**src/logic/gas_bridge_defines.vh**
```
// Constants for the gas sensor serial bridge
`ifndef GAS_BRIDGE_DEFINES_VH
`define GAS_BRIDGE_DEFINES_VH
`define CLK_HZ 40000000
`define BAUD_RATE 9600
`define BAUD_DIV 4167
`define DATA_BITS 8
`define SELFTEST_MS 5
`define SELFTEST_CYC 200000
`define ADDR_W 10
`define BASE_ADDR 10'h0300
`define REG_DATA 1'h0
`define REG_CTRL 1'h1
`define ST_RX_READY 0
`define ST_TX_READY 1
`define ST_SENSOR_UP 2
`define ST_TEST_MODE 3
`define ST_RX_OVERRUN 4
`define CTRL_CLR_OVR 4
`endif

```
**src/logic/uart_tx.v**
```verilog
// Serial transmitter, 8N1, timed by its own DIV-clock bit counter
`timescale 1ns/10ps
module uart_tx #(
   parameter DIV = 4167
) (
   // Clock and reset
   input wire ref_clk_i,
   input wire rst_b_i,
   // Byte in
   input wire start_i,
   input wire [7:0] data_i,
   output reg busy_o,
   // Line
   output reg tx_o
);
   reg [12:0] cnt_q;
   reg [3:0] bit_q;
   reg [8:0] sh_q;
   always @(posedge ref_clk_i or negedge rst_b_i) begin
      if (!rst_b_i) begin
         cnt_q <= 13'h0000;
         bit_q <= 4'h0;
         sh_q <= 9'h1ff;
         busy_o <= 1'b0;
         tx_o <= 1'b1;
      end else if (!busy_o) begin
         if (start_i) begin
            busy_o <= 1'b1;
            tx_o <= 1'b0;
            sh_q <= {1'b1, data_i};
            cnt_q <= DIV[12:0] - 13'h0001;
            bit_q <= 4'h0;
         end
      end else if (cnt_q != 13'h0000) begin
         cnt_q <= cnt_q - 13'h0001;
      end else begin
         cnt_q <= DIV[12:0] - 13'h0001;
         if (bit_q == 4'h9) begin
            busy_o <= 1'b0;
            tx_o <= 1'b1;
         end else begin
            tx_o <= sh_q[0];
            sh_q <= {1'b1, sh_q[8:1]};
            bit_q <= bit_q + 4'h1;
         end
      end
   end
endmodule

```
**src/logic/uart_rx.v**
```verilog
// Serial receiver, 8N1, mid-bit sampling
`timescale 1ns/10ps
module uart_rx #(
   parameter DIV = 4167
) (
   // Clock and reset
   input wire ref_clk_i,
   input wire rst_b_i,
   // Line, already synchronised
   input wire rx_i,
   // Byte out
   output reg valid_o,
   output reg [7:0] data_o
);
   reg [12:0] cnt_q;
   reg [3:0] bit_q;
   reg act_q;
   reg [7:0] sh_q;
   always @(posedge ref_clk_i or negedge rst_b_i) begin
      if (!rst_b_i) begin
         cnt_q <= 13'h0000;
         bit_q <= 4'h0;
         act_q <= 1'b0;
         sh_q <= 8'h00;
         valid_o <= 1'b0;
         data_o <= 8'h00;
      end else begin
         valid_o <= 1'b0;
         if (!act_q) begin
            if (!rx_i) begin
               act_q <= 1'b1;
               cnt_q <= DIV[13:1];
               bit_q <= 4'h0;
            end
         end else if (cnt_q != 13'h0000) begin
            cnt_q <= cnt_q - 13'h0001;
         end else begin
            cnt_q <= DIV[12:0] - 13'h0001;
            bit_q <= bit_q + 4'h1;
            if (bit_q == 4'h0) begin
               // False start: line back high at mid start bit
               if (rx_i) act_q <= 1'b0;
            end else if (bit_q == 4'h9) begin
               act_q <= 1'b0;
               // Frames with a bad stop bit are dropped
               if (rx_i) begin
                  valid_o <= 1'b1;
                  data_o <= sh_q;
               end
            end else begin
               sh_q <= {rx_i, sh_q[7:1]};
            end
         end
      end
   end
endmodule

```
**src/logic/gas_bridge_module.v**
```verilog
// Host bus to serial gas sensor bridge with sensor reset sequencing
`timescale 1ns/10ps
`include "gas_bridge_defines.vh"
module gas_bridge_module #(
   parameter BASE = `BASE_ADDR,
   parameter BAUD_DIV = `BAUD_DIV,
   parameter SELFTEST_CYC = `SELFTEST_CYC
) (
   // Clock and reset
   input wire ref_clk_i,
   input wire rst_b_i,
   // Host bus
   input wire [`ADDR_W-1:0] addr_i,
   input wire cs_b_i,
   input wire wr_b_i,
   input wire rd_b_i,
   input wire [7:0] wdata_i,
   output reg [7:0] rdata_o,
   output reg rdata_oe_o,
   // Sensor link
   input wire sensor_rx_i,
   output reg sensor_tx_o,
   // Sensor reset, open collector
   input wire sensor_rst_b_i,
   output reg sensor_rst_b_o,
   output reg sensor_rst_oe_o,
   // Option jumpers, fitted pulls low
   input wire test_mode_jumper_b_i,
   input wire spare_option_jumper_b_i,
   // Status
   output reg test_mode_o,
   output reg ready_o
);
   localparam S_TEST = 3'b001;
   localparam S_RUN = 3'b010;
   localparam S_DIAG = 3'b100;

   reg [2:0] state_q;
   reg [2:0] state_d;
   reg [17:0] st_cnt_q;
   reg [1:0] mem_chk_q;
   reg [2:0] rx_sync_q;
   reg rx_line_q;
   reg [2:0] jp_sync_q;
   reg jp_line_q;
   reg [2:0] bus_sync_q [0:2];
   reg wr_seen_q;
   reg rd_seen_q;
   reg [7:0] tx_hold_q;
   reg tx_full_q;
   reg tx_start_q;
   reg [7:0] rx_hold_q;
   reg rx_full_q;
   reg rx_ovr_q;
   reg [7:0] pattern_q;
   wire tx_busy;
   wire tx_line;
   wire rx_valid;
   wire [7:0] rx_data;
   wire hit;
   wire wr_now;
   wire rd_now;
   wire wr_edge;
   wire rd_edge;
   wire [7:0] status;
   wire link_rx;

   // Bus strobes arrive from another domain: three stages, act when 2nd and 3rd agree
   always @(posedge ref_clk_i or negedge rst_b_i) begin
      if (!rst_b_i) begin
         bus_sync_q[0] <= 3'h7;
         bus_sync_q[1] <= 3'h7;
         bus_sync_q[2] <= 3'h7;
         rx_sync_q <= 3'h7;
         rx_line_q <= 1'b1;
         jp_sync_q <= 3'h7;
         jp_line_q <= 1'b1;
         wr_seen_q <= 1'b0;
         rd_seen_q <= 1'b0;
      end else begin
         bus_sync_q[0] <= {cs_b_i, wr_b_i, rd_b_i};
         bus_sync_q[1] <= bus_sync_q[0];
         bus_sync_q[2] <= bus_sync_q[1];
         rx_sync_q <= {rx_sync_q[1:0], sensor_rx_i};
         if (rx_sync_q[1] == rx_sync_q[2]) rx_line_q <= rx_sync_q[2];
         jp_sync_q <= {jp_sync_q[1:0], test_mode_jumper_b_i};
         if (jp_sync_q[1] == jp_sync_q[2]) jp_line_q <= jp_sync_q[2];
         wr_seen_q <= wr_now;
         rd_seen_q <= rd_now;
      end
   end

   // Address bits are stable for the whole strobe, so they are used directly
   assign hit = (addr_i[`ADDR_W-1:1] == BASE[`ADDR_W-1:1]);
   assign wr_now = hit && (bus_sync_q[1] == bus_sync_q[2]) && !bus_sync_q[2][2] && !bus_sync_q[2][1];
   assign rd_now = hit && (bus_sync_q[1] == bus_sync_q[2]) && !bus_sync_q[2][2] && !bus_sync_q[2][0];
   assign wr_edge = wr_now && !wr_seen_q;
   assign rd_edge = rd_now && !rd_seen_q;
   assign status = {3'h0, rx_ovr_q, test_mode_o, ready_o, !tx_full_q && ready_o, rx_full_q};
   assign link_rx = (state_q == S_DIAG) ? tx_line : rx_line_q;

   always @* begin
      state_d = state_q;
      case (state_q)
         S_TEST: begin
            // Jumper is low when fitted; spare jumper deliberately unused
            if (st_cnt_q == 18'h00000 && mem_chk_q == 2'h3) begin
               state_d = (jp_line_q == 1'b0) ? S_DIAG : S_RUN;
            end
         end
         S_RUN: state_d = S_RUN;
         S_DIAG: state_d = S_DIAG;
         default: state_d = S_TEST;
      endcase
   end

   always @(posedge ref_clk_i or negedge rst_b_i) begin
      if (!rst_b_i) begin
         state_q <= S_TEST;
         st_cnt_q <= 18'h00000;
         mem_chk_q <= 2'h0;
         test_mode_o <= 1'b0;
         ready_o <= 1'b0;
         sensor_rst_b_o <= 1'b0;
         sensor_rst_oe_o <= 1'b1;
         pattern_q <= 8'h55;
      end else begin
         state_q <= state_d;
         if (state_q == S_TEST) begin
            // Counter loads on the first cycle, then checks run while it drains
            if (mem_chk_q == 2'h0) begin
               st_cnt_q <= SELFTEST_CYC[17:0] - 18'h00001;
               mem_chk_q <= 2'h1;
            end else if (st_cnt_q != 18'h00000) begin
               st_cnt_q <= st_cnt_q - 18'h00001;
            end
            // Check that both hold registers read zero stands in for memory checks
            if (mem_chk_q == 2'h1 && tx_hold_q == 8'h00 && rx_hold_q == 8'h00) mem_chk_q <= 2'h3;
         end
         sensor_rst_oe_o <= (state_d == S_TEST);
         sensor_rst_b_o <= 1'b0;
         ready_o <= (state_d == S_RUN);
         test_mode_o <= (state_d == S_DIAG);
         // Start pulse must be seen, or the pattern would flip twice per byte
         if (state_q == S_DIAG && !tx_busy && !tx_full_q && !tx_start_q) pattern_q <= ~pattern_q;
      end
   end

   // Data paths
   always @(posedge ref_clk_i or negedge rst_b_i) begin
      if (!rst_b_i) begin
         tx_hold_q <= 8'h00;
         tx_full_q <= 1'b0;
         tx_start_q <= 1'b0;
         rx_hold_q <= 8'h00;
         rx_full_q <= 1'b0;
         rx_ovr_q <= 1'b0;
         rdata_o <= 8'h00;
         rdata_oe_o <= 1'b0;
         sensor_tx_o <= 1'b1;
      end else begin
         tx_start_q <= 1'b0;
         sensor_tx_o <= tx_line;
         rdata_oe_o <= rd_now;
         if (state_q == S_RUN) begin
            if (wr_edge && addr_i[0] == `REG_DATA && !tx_full_q) begin
               tx_hold_q <= wdata_i;
               tx_full_q <= 1'b1;
            end else if (tx_full_q && !tx_busy && !tx_start_q) begin
               tx_start_q <= 1'b1;
               tx_full_q <= 1'b0;
            end
            // Byte arriving while the host clears overrun still flags it
            if (rx_valid && rx_full_q && !(rd_edge && addr_i[0] == `REG_DATA)) begin
               rx_ovr_q <= 1'b1;
            end else if (wr_edge && addr_i[0] == `REG_CTRL && wdata_i[`CTRL_CLR_OVR]) begin
               rx_ovr_q <= 1'b0;
            end
            if (rx_valid) begin
               rx_hold_q <= rx_data;
               rx_full_q <= 1'b1;
            end else if (rd_edge && addr_i[0] == `REG_DATA) begin
               rx_full_q <= 1'b0;
            end
         end else if (state_q == S_DIAG) begin
            // Loopback: pattern out, compared against what returns
            if (!tx_busy && !tx_full_q && !tx_start_q) begin
               tx_hold_q <= pattern_q;
               tx_start_q <= 1'b1;
            end
            if (rx_valid) begin
               rx_hold_q <= rx_data;
               rx_full_q <= 1'b1;
               rx_ovr_q <= (rx_data != tx_hold_q);
            end
         end else begin
            tx_hold_q <= 8'h00;
            rx_hold_q <= 8'h00;
         end
         if (rd_now) begin
            rdata_o <= (addr_i[0] == `REG_DATA) ? rx_hold_q : status;
         end
      end
   end

   uart_tx #(
      .DIV(BAUD_DIV)
   ) u_tx (
      .ref_clk_i(ref_clk_i),
      .rst_b_i(rst_b_i),
      .start_i(tx_start_q),
      .data_i(tx_hold_q),
      .busy_o(tx_busy),
      .tx_o(tx_line)
   );

   uart_rx #(
      .DIV(BAUD_DIV)
   ) u_rx (
      .ref_clk_i(ref_clk_i),
      .rst_b_i(rst_b_i),
      .rx_i(link_rx),
      .valid_o(rx_valid),
      .data_o(rx_data)
   );
endmodule

```
**config.mk**
```make
export PLATFORM = sky130hd
export DESIGN_NAME = gas_bridge_module
export DESIGN_NICKNAME = d
export VERILOG_FILES = /design/src/logic/uart_tx.v /design/src/logic/uart_rx.v /design/src/logic/gas_bridge_module.v
export VERILOG_INCLUDE_DIRS = /design/src /design/src/logic
export SDC_FILE = /design/constraint.sdc
export NUM_CORES = 1
export LEC_CHECK = 0
export ABC_AREA = 1
export BUFFER_PORTS_ARGS = -buffer_cell sky130_fd_sc_hd__buf_2
export CAP_MARGIN = 20
export CORE_ASPECT_RATIO = 1.2
export CORE_MARGIN = 2
export CORE_UTILIZATION = 55
export DETAILED_ROUTE_END_ITERATION = 6
export GPL_TIMING_DRIVEN = 0
export PLACE_DENSITY = 0.72
export RECOVER_POWER = 100
export REMOVE_ABC_BUFFERS = 1
export SKIP_LAST_GASP = 1
export SLEW_MARGIN = 40
export SYNTH_ARGS = -nofsm -noshare
export SYNTH_HDL_FRONTEND = slang
export SYNTH_SLANG_ARGS = --single-unit
```
**constraint.sdc**
```tcl
create_clock -name ref_clk_i -period 2.4 [get_ports ref_clk_i]
set_clock_uncertainty 0.1 [all_clocks]
set_input_delay 0.12 -clock ref_clk_i [delete_from_list [all_inputs] [get_ports ref_clk_i]]
set_output_delay 0.12 -clock ref_clk_i [all_outputs]
set_load 0.02 [all_outputs]
```
After elaboration in Yosys (flattened, before gate mapping) --
Index checks and enable logic that the tools add are counted. W data, S select, Z words.
Word-level totals: register bits 145, latch bits 0, memory bits (writable) 0, memory bits (read-only) 0, input port bits 27, output and inout port bits 14, logic and storage cells 194, memories 0
Cells by class: add/subtract/negate cells 5, multiply operators 0, div/mod/pow operators 0, $lt $le $gt $ge 0, equal/unequal tests 22, shift operators 0, muxes and demuxes 68, bitwise logic cells 5, reduce and logical (&&, ||, !) cells 59
Operator list (number):
- $mux W13 | 6
- $mux W8 | 8
- $mux W1 | 36
- $mux W18 | 2
- $mux W9 | 4
- $mux W4 | 7
- $reduce_bool A13 Y1 | 2
- $sub A13 B1 Y13 const B | 2
- $logic_and A1 B1 Y1 | 24
- $logic_not A18 Y1 | 1
- $reduce_bool A18 Y1 | 1
- $sub A18 B1 Y18 const B | 1
- $logic_not A8 Y1 | 2
- $reduce_bool A2 Y1 | 7
- $reduce_and A2 Y1 | 6
- $eq A9 B9 Y1 const B | 1
- $logic_not A1 Y1 | 9
- $pmux W3 S3 | 1
- $reduce_and A3 Y1 | 3
- $add A4 B1 Y4 const B | 2
- $eq A4 B4 Y1 const B | 2
- $ne A2 B2 Y1 const B | 4
- $ne A8 B8 Y1 | 1
- $not A8 Y8 | 1
- 16 further kinds | 26

Logic depth before layout (Yosys ltp) --
Gate-level depths: netlist of run 1.
depth in word-level cells 10, depth in mapped cells 12, depth with buffers taken out 12

Modules after synthesis --
A second synthesis of run 1 with hierarchy kept.
Second synthesis, totals: cells, all modules 904, area, all modules 7437.1 µm²
Modules (own cells, without submodules):
- gas_bridge_module | instances 1, cells each 465, area an instance 3963.8 µm², seq. area each 2082.0 µm²
- uart_rx | instances 1, cells each 224, area an instance 1909.3 µm², seq. area each 875.8 µm²
- uart_tx | instances 1, cells each 215, area an instance 1564.0 µm², seq. area each 686.9 µm²

Worst setup path before layout of run 1 --
No wires, ideal clock.
kind register to register, start register u_rx.cnt_q[0], end register u_rx.sh_q[7], setup time 132 ps, data arrival time 1508 ps, required time 2168 ps, slack 659 ps, stages on the path, launching flop included 10, buffers on the path 1, period minus slack after synthesis 1741 ps, cell sequence dfrtp_1 -> inv_1 -> ha_1 -> nand3_4 -> nor2_4 -> and3_1 -> nand4_4 -> buf_6 -> nand2_1 -> o21ai_0
Between the ends: word-level cells in the longest chain between the ends 3
RTL lines:
- start, declared | line uart_rx.v:15 | reg [12:0] cnt_q;
- start signal, assigned | line uart_rx.v:32 | cnt_q <= DIV[13:1];
- start signal, assigned | line uart_rx.v:36 | cnt_q <= cnt_q - 13'h0001;
- start signal, assigned | line uart_rx.v:38 | cnt_q <= DIV[12:0] - 13'h0001;
- $reduce_bool A13 Y1 | line uart_rx.v:35 | end else if (cnt_q != 13'h0000) begin
- $not A1 Y1 (no line)
- $reduce_and A4 Y1 (no line)
- end signal, assigned | line uart_rx.v:51 | sh_q <= {rx_i, sh_q[7:1]};
- end, declared | line uart_rx.v:18 | reg [7:0] sh_q;
Every way passes these cells. A chain may end at the register's enable or synchronous reset.

Worst setup path after layout of run 1 --
start register state_q[0], end register state_q[1]
Between the ends: word-level cells in the longest chain between the ends 2, elaborated cells on any way between the ends 4, those cells by class eq/ne (3); mux (1)
RTL lines:
- start, declared | line gas_bridge_module.v:38 | reg [2:0] state_q;
- start signal, assigned | line gas_bridge_module.v:128 | state_q <= state_d;
- $eq A3 B3 Y1 (tied with other cells) | line gas_bridge_module.v:104 | case (state_q)
- $pmux W3 S3 * | line gas_bridge_module.v:104
- via state_d[1] | line gas_bridge_module.v:39 | reg [2:0] state_d;
The timed path passes the listed nets; every way through them passes the cells marked *.

==> qor.csv, run 1 <==
metric,value,unit
status,finished with violations,
violations in the final reports,"max-capacitance violations, max-slew violations",
clock latency at the later pin of the worst-skew pair,0.42,ns
number of global-route vias before repair,5354,
number of clock sinks,144,
Leak,3.85,nW
combinational family with the most area after synthesis,simple AND/OR/NAND/NOR gates,
effective utilization at floorplan,0.565,
Final Critical Period,2.24,ns
post-synthesis average cell area,8.83,um2
Hold Worst Slack,0.0570,ns
predominant post-synthesis flop cell,sky130_fd_sc_hd__dfrtp_1,
1st-pass router iterations,4,
clock transition at the registers of the reported paths,0.06,ns
"Data arrival, critical path",2.44,ns
Die Outline Area,13400,um2
fraction of the yosys area taken by sequential cells,0.530,
proportion of netlist area held by the largest area contributor,0.404,
global-route wire length before repair,24300,um
sum of net half-perimeters after detailed placement,10100,um
stage delay of the slowest cell on the critical path,0.65,ns
setup repair after global routing missed its margin,no,
post-synthesis xor/xnor area fraction,0.0433,
Vias per Instance,5.31,
"area fraction in and, or, nand and nor cells after synthesis",0.236,
aggregate routed wire length,14300,um
count of buffers inserted at the top-level ports,37,
post-route cell area,7910,um2
"Distinct cells, synth",51,
instance count along the most critical hold path,4,
total of max-cap violations,1,
final RePlAce weighted congestion,0.890,
share of the synthesized area in compound gates (AO/OA/AOI/OAI),0.0993,
number of buffers on the longest clock path,2,
die extent in x,106,um
number of nets in the layout,876,
number of setup violations in the final report,0,
Post-synth ARST share,1.00,
total global routing overflow,0,
synthesized-area fraction occupied by adder cells,0.0193,
die boundary height,126,um
gate count of the mapped netlist,779,
signed area change from the synthesized netlist to the final layout,15.0,%
number of nets still failing antenna checks after routing,0,
summed negative setup slack over all endpoints,0,ns
core region area,12200,um2
transition time of the tightest slew-check pin,1.81,ns
global-route usage over all layers,0.228,
top post-synthesis cells by area,"sky130_fd_sc_hd__dfrtp_1 40%, sky130_fd_sc_hd__dfstp_2 13%, sky130_fd_sc_hd__nand2_1 9.2%, sky130_fd_sc_hd__inv_1 5.1%, sky130_fd_sc_hd__o21ai_0 4.3%",
clock tree from TritonCTS,yes,
Reg2Reg Depth,7,
initial antenna violation count,0,
routed via count,5386,
number of enable flip-flop cells after synthesis,0,
CP Class,reg -> reg,
number of register bits inferred by synthesis,144,
required time of the critical path,2.60,ns
CP endpoint kind,flip-flop,
drc violations,0,
FILL cells,1030,
portion of the clock cycle consumed by the worst path in the final layout,0.934,
"Warnings, synthesis",0,
Relative slew margins,-0.207,
pin count of the biggest net entering global routing,75,
Synth area leader,sky130_fd_sc_hd__dfrtp_1,
Hold Crit Class,in -> reg,
Pwr Density,657,nW/um2
iteration-0 DRC count of the detailed router,252,
cell chain of the critical path,inv_1 -> nand3_2 -> inv_1 -> nor2_1 -> nand2_1 -> inv_2 -> nor2_1,
number of diodes,0,
clock root buffer,sky130_fd_sc_hd__clkbuf_16,
floorplan row count,44,
number of buffers created by CTS,17,
kind of start point of the critical path,flip-flop,
proportion of synthesized area in mux cells,0.00437,
Post-Syn Area,6880,um2
number of endpoints with negative hold slack in the final report,0,
highest-delay cell along the critical path,sky130_fd_sc_hd__nor2_1,
routed wire length per instance,14.1,um
total count of max-transition violations in the final report,74,
total number of H-tree levels,4,
worst supply voltage drop on vdd,0.405,mV
number of ports placed on the die boundary,41,
worst-path maximum fanout,11,
max frequency,0.446,GHz
area after detailed placement,7220,um2
share of cells above drive strength 1,0.125,
==> power breakdown <==
group	switching, mW	internal (mW)
Combinational	0.0734	0.0432
Clock	0.950	1.67
Sequential	0.0104	2.46
==> cell type report <==
cell class	instances	area (um2)	share of cell area
flip-flops and latches	144	3640	0.461
multi-input cells	520	2740	0.346
clock buffers	27	513	0.0649
inverters	101	379	0.0479
repair buffers	56	357	0.0451
well taps	161	201	0.0255
clock inverters	5	77.6	0.00981
==> worst paths after layout <==
kind                         startpoint            to  slack, ns
max in group asynchronous       rst_b_i  pattern_q[6]       0.43
max reg2reg                  state_q[0]    state_q[1]       0.16
min in group asynchronous       rst_b_i    rdata_o[3]       0.64
max                          state_q[0]    state_q[1]       0.16
min reg2reg                rx_sync_q[0]  rx_sync_q[1]       0.26
min                          wdata_i[4]  tx_hold_q[4]       0.06
==> cells by family (layout without fill, tap and decap cells) <==
group	Yosys count	after routing
xor gates and xnor gates	34	34
and+or+nand+nor	354	354
buffers and inverters	115	189
AOI/OAI and AO/OA	117	117
adders and majority gates	11	11
muxes	3	3
other	1	1
DFF	144	144
==> layer usage <==
metal,vias to the layer above,wire length [um],GRT usage
met5,-,0,0
met4,0,249,0.0828
met3,20,399,0.0447
met2,85,7690,0.418
met1,2630,5980,0.263
li1,2651,-,-
==> cells in the final DEF, fill, tap and decap left out, drive strengths merged, types with 2 or more instances in the layout <==
cell,synthesis,layout
a21oi,15,15
a22o,8,8
a22oi,2,2
a31oi,2,2
buf,10,25
bufinv,0,2
clkbuf,4,44
clkinv,0,2
dfrtp,111,111
dfstp,33,33
dlygate4sd3,0,14
ha,9,9
inv,101,101
maj3,2,2
mux2i,3,3
nand2,174,174
nand3,49,49
nand3b,2,2
nand4,18,18
nor2,89,89
nor3,10,10
nor4,3,3
o21a,2,2
o21ai,65,65
o22ai,14,14
o31ai,3,3
or2,8,8
xnor2,3,3
xor2,31,31
==> worst max-delay path: cells and delay by family (launching register included) <==
kind                   cells  cell delay, ns
AND/OR/NAND/NOR            4            1.06
flip-flops                 1            0.55
buffers and inverters      3            0.39
==> through the flow <==
step | utilization | instances | setup WS, ns | power [mW]
4_1_cts | 0.656 | 1014 | 0.127 | 5.25
3_3_place_gp | 0.590 | 963 | -0.827 | 2.60
2_1_floorplan | - | 765 | 0.404 | 2.53
5_1_grt | 0.650 | 1014 | 0.0339 | 5.37
3_5_place_dp | 0.594 | 964 | -0.0412 | 2.62
6_report | 0.650 | 1014 | 0.158 | 5.20
==> Yosys cell counts (3+ instances only) <==
master and count:
sky130_fd_sc_hd__nand4_1 16, sky130_fd_sc_hd__ha_1 9, sky130_fd_sc_hd__or2_2 6, sky130_fd_sc_hd__nor3_1 8, sky130_fd_sc_hd__xnor2_1 3, sky130_fd_sc_hd__inv_2 8
sky130_fd_sc_hd__nor2_4 7, sky130_fd_sc_hd__o22ai_1 14, sky130_fd_sc_hd__o21ai_1 5, sky130_fd_sc_hd__xor2_1 31, sky130_fd_sc_hd__dfrtp_1 111, sky130_fd_sc_hd__nor2_1 78
sky130_fd_sc_hd__a21oi_1 14, sky130_fd_sc_hd__a22o_1 8, sky130_fd_sc_hd__inv_1 93, sky130_fd_sc_hd__mux2i_1 3, sky130_fd_sc_hd__o31ai_1 3, sky130_fd_sc_hd__dfstp_2 33
sky130_fd_sc_hd__clkbuf_1 4, sky130_fd_sc_hd__o21ai_0 59, sky130_fd_sc_hd__nand2_2 4, sky130_fd_sc_hd__nand2_1 169, sky130_fd_sc_hd__nor4_1 3, sky130_fd_sc_hd__nor2_2 4
sky130_fd_sc_hd__buf_2 5, sky130_fd_sc_hd__nand3_1 47, sky130_fd_sc_hd__buf_4 3
==> state kept, by name, indices dropped and copies added, names as in the netlist, 9 cells and up <==
| name | count |
|---|---|
| bus_sync_q | 9 |
| st_cnt_q | 18 |
| u_rx.cnt_q | 13 |
| u_tx.cnt_q | 13 |
==> timing repair <==
| item | in CTS | in global routing |
|---|---|---|
| pin swaps | 1 | 0 |
| hold endpoints to repair | 86 | 0 |
| hold buffers | 14 | 0 |
| buffers inserted | 4 | 0 |
| endpoints found under the setup margin | 7 | 12 |
| resized for setup | 0 | 1 |
Power figures use the tool's default switching activity.
==> run 2, diff against run 1 <==
Settings changed: ABC_AREA 1 to 0, SYNTH_HIERARCHICAL set to 1.
==> run 2 against run 1 <==
The flow finishes with violations (negative setup slack). Count of clock-buffer cells in the layout shrank 8. Critical path depth decreased by 2. Sequential power about the same. Via count grew 1.6%. Global-route usage is 2.4 points higher.
==> qor.csv, run 2 <==
metric,value,unit,change
Relative slew margins,0.0420,,+0.249
number of clock sinks,144,,unchanged
portion of the clock cycle consumed by the worst path in the final layout,1.01,,+0.0767
global-route usage over all layers,0.251,,+0.0237
post-synthesis xor/xnor area fraction,0.0377,,-0.00560
Synth area leader,sky130_fd_sc_hd__dfrtp_1,,
"Distinct cells, synth",77,,+51%
"area fraction in and, or, nand and nor cells after synthesis",0.203,,-0.0331
initial antenna violation count,0,,unchanged
number of endpoints with negative hold slack in the final report,0,,unchanged
instance count along the most critical hold path,4,,unchanged
source of the worst hold timing path,wdata_i[1],,
share of cells above drive strength 1,0.205,,+0.0800
ranking of synthesized cells by instance count,"111 x sky130_fd_sc_hd__dfrtp_1, 61 x sky130_fd_sc_hd__nor2_1, 48 x sky130_fd_sc_hd__nand2_1",,
number of register bits inferred by synthesis,144,,unchanged
transition time of the tightest slew-check pin,1.44,ns,-0.373 ns
sum of net half-perimeters after detailed placement,10800,um,+7.1%
total of max-cap violations,0,,-1
total count of max-transition violations in the final report,0,,-100%
floorplan row count,45,,+2.3%
Sw Ratio,0.211,,+0.0123
biggest registers after layout,"st_cnt_q: 18 flops, u_rx/cnt_q: 13 flops, u_tx/cnt_q: 13 flops",,
end point of the most critical hold path,tx_hold_q[1],,
count of buffers inserted at the top-level ports,37,,unchanged
final setup margin,-0.0261,ns,-0.184 ns
total number of H-tree levels,4,,unchanged
routed via count,5470,,+1.6%
number of nets in the layout,765,,-13%
Hold Crit Class,in -> reg,,
fraction of the yosys area taken by sequential cells,0.523,,-0.00704
Post-synth ARST share,1.00,,unchanged
proportion of netlist area held by the largest area contributor,0.399,,-0.00537
max frequency,0.412,GHz,-7.6%
startpoint of the lowest-slack register-to-register path,state_q[2],,
number of nets still failing antenna checks after routing,0,,unchanged
register-to-register setup slack,-0.03,ns,-0.18 ns
final RePlAce weighted congestion,0.890,,about the same
number of diodes,0,,unchanged
"Warnings, synthesis",6,,+6
power spent charging and discharging nets,1.12,mW,+7.8%
largest register by flop count,st_cnt_q,,
Reg2Reg Depth,5,,-2
cell internal pwr,4.16,mW,about the same
number of ports placed on the die boundary,41,,unchanged
global-route wire length before repair,27100,um,+11%
number of placed cells counting well taps,836,,-13%
predominant post-synthesis flop cell,sky130_fd_sc_hd__dfrtp_1,,
required time of the critical path,2.60,ns,about the same
Die Outline Area,13600,um2,+1.3%
number of enable flip-flop cells after synthesis,0,,unchanged
number of cells in the finished layout apart from fillers,904,,-11%
gate count of the mapped netlist,654,,-16%
iteration-0 DRC count of the detailed router,381,,+51%
CP endpoint kind,flip-flop,,
capturing point of the worst reg2reg path,rx_ovr_q,,
proportion of synthesized area in mux cells,0.0592,,+0.0549
drc violations,0,,unchanged
core region area,12500,um2,+2.7%
"flip-flop count of the largest register, all copies and words added",18,,unchanged
status,finished with violations,,
number of buffers created by CTS,17,,unchanged
clock tree from TritonCTS,yes,,
worst-path maximum fanout,7,,-4
clock transition at the registers of the reported paths,0.06,ns,about the same
"commonest cells after routing, fill and taps aside","110 x sky130_fd_sc_hd__dfrtp_1, 58 x sky130_fd_sc_hd__nor2_1, 48 x sky130_fd_sc_hd__nand2_1",,
share of the synthesized area in compound gates (AO/OA/AOI/OAI),0.131,,+0.0312
number of buffers on the longest clock path,2,,unchanged
routed wire length per instance,18.0,um,+27%
synthesized-area fraction occupied by adder cells,0.0226,,+0.00333
total global routing overflow,0,,unchanged
leading cell type by number of instances after synthesis,sky130_fd_sc_hd__dfrtp_1,,
Logic pwr share,0.023,,about the same
number of setup violations in the final report,8,,+8
pin count of the biggest net entering global routing,60,,-20%
most common library cell in the layout ignoring fill and taps,sky130_fd_sc_hd__dfrtp_1,,
Leak,3.63,nW,-5.7%
clock latency at the later pin of the worst-skew pair,0.43,ns,about the same
"Data arrival, critical path",2.63,ns,+0.19 ns
Vias per Instance,6.05,,+14%
aggregate routed wire length,16300,um,+14%
clock root buffer,sky130_fd_sc_hd__clkbuf_16,,
post-synthesis average cell area,10.7,um2,+21%
top post-synthesis cells by area,"sky130_fd_sc_hd__dfrtp_1 40%, sky130_fd_sc_hd__dfstp_2 12%, sky130_fd_sc_hd__nor2_1 3.3%, sky130_fd_sc_hd__xnor2_1 3.3%, sky130_fd_sc_hd__mux2_1 2.7%",,
die extent in x,107,um,+0.65%
combinational family with the most area after synthesis,simple AND/OR/NAND/NOR gates,,
effective utilization at floorplan,0.558,,-0.00764
Final Critical Period,2.43,ns,+0.184 ns
signed area change from the synthesized netlist to the final layout,18.8,%,
Post-Syn Area,6970,um2,+1.3%
violations in the final reports,negative setup slack,,
CP Class,reg -> reg,,
die boundary height,127,um,+0.65%
Place WS,-0.372,ns,-0.330 ns
worst supply voltage drop on vdd,0.421,mV,+3.9%
number of global-route vias before repair,5484,,+2.4%
fraction of power consumed by sequential logic,0.467,,-0.008
1st-pass router iterations,5,,+1
Clk network pwr share,0.509,,+0.006
kind of start point of the critical path,flip-flop,,
Pwr Density,637,nW/um2,-3.0%
setup repair after global routing missed its margin,yes,,
run 2: stage by stage:
stage               TNS (ns)  cell area [um2]   util  power [mW]  hold WS [ns]
floorplan              -3.77             6870      -        2.53        -0.276
global placement     -104.07             7260  0.581        2.61         0.126
detailed placement     -6.63             7340  0.587        2.62       -0.0971
CTS                        0             8220  0.658        5.34       0.00460
global route          -0.986             8280  0.663        5.45        0.0417
finish                -0.113             8280  0.663        5.28        0.0126
run 2: how the worst max path moves through the flow:
| stage | to | slack (ns) | cells past startpoint | startpoint |
|---|---|---|---|---|
| 6_report | rx_ovr_q | -0.03 | 5 | state_q[2] |
| 5_1_grt | rx_ovr_q | -0.07 | 5 | state_q[2] |
| 4_1_cts | tx_hold_q[6] | 0.008 | 5 | bus_sync_q[3] |
| 3_5_place_dp | u_rx/data_o[4] | -0.37 | 6 | u_rx/cnt_q[0] |
| 3_3_place_gp | u_rx/cnt_q[10] | -0.88 | 6 | u_rx/cnt_q[0] |
| 2_1_floorplan | u_rx/cnt_q[10] | -0.47 | 6 | u_rx/cnt_q[0] |
run 2: layer usage:
layer,global-route usage,wire length [um],share of wire,vias to the layer above
li1,-,-,-,2563
met1,0.304,6620,0.41,2730
met2,0.427,8520,0.52,135
met3,0.0490,608,0.037,42
met4,0.130,506,0.031,0
met5,0,0,0,-
run 2: cell type report:
class	count	area, um2
clock buffer	19	443
sequential	144	3650
clock inverter	13	163
tap	164	205
inverter	17	63.8
fill	943	4220
timing repair buffer	76	504
multi-input combinational	471	3260
run 2: kinds of logic (layout without fill, tap and decap cells):
logic type / Yosys count / after routing
fa+ha+maj: 13 / 13
other cells: 1 / 1
mux: 38 / 38
simple gates: 257 / 257
xor+xnor: 30 / 30
buf+inv: 39 / 125
compound gates: 132 / 132
flops: 144 / 144
run 2: critical path: stages (launching register included):
cell,delay [ns]
sky130_fd_sc_hd__dfrtp_1,0.46
sky130_fd_sc_hd__or3b_1,0.54
sky130_fd_sc_hd__or3_1,0.36
sky130_fd_sc_hd__nor4_1,0.55
sky130_fd_sc_hd__or4_1,0.23
sky130_fd_sc_hd__nand3_1,0.07
run 2: what timing repair did:
action,4_1_cts,5_1_grt
setup endpoints to repair,34,52
pin swaps,6,5
endpoints found under the hold margin,132,0
resized for setup,8,14
buffers inserted,11,10
hold buffers,15,0
run 2: power by group through the flow:
stage / Sequential (mW) / Combinational [mW] / Clock [mW]
after global placement: 2.51 / 0.0967 / 0
final: 2.47 / 0.122 / 2.69
after detailed placement: 2.51 / 0.113 / 0
after CTS: 2.47 / 0.130 / 2.74
after floorplan: 2.51 / 0.0223 / 0
after global routing: 2.47 / 0.137 / 2.85
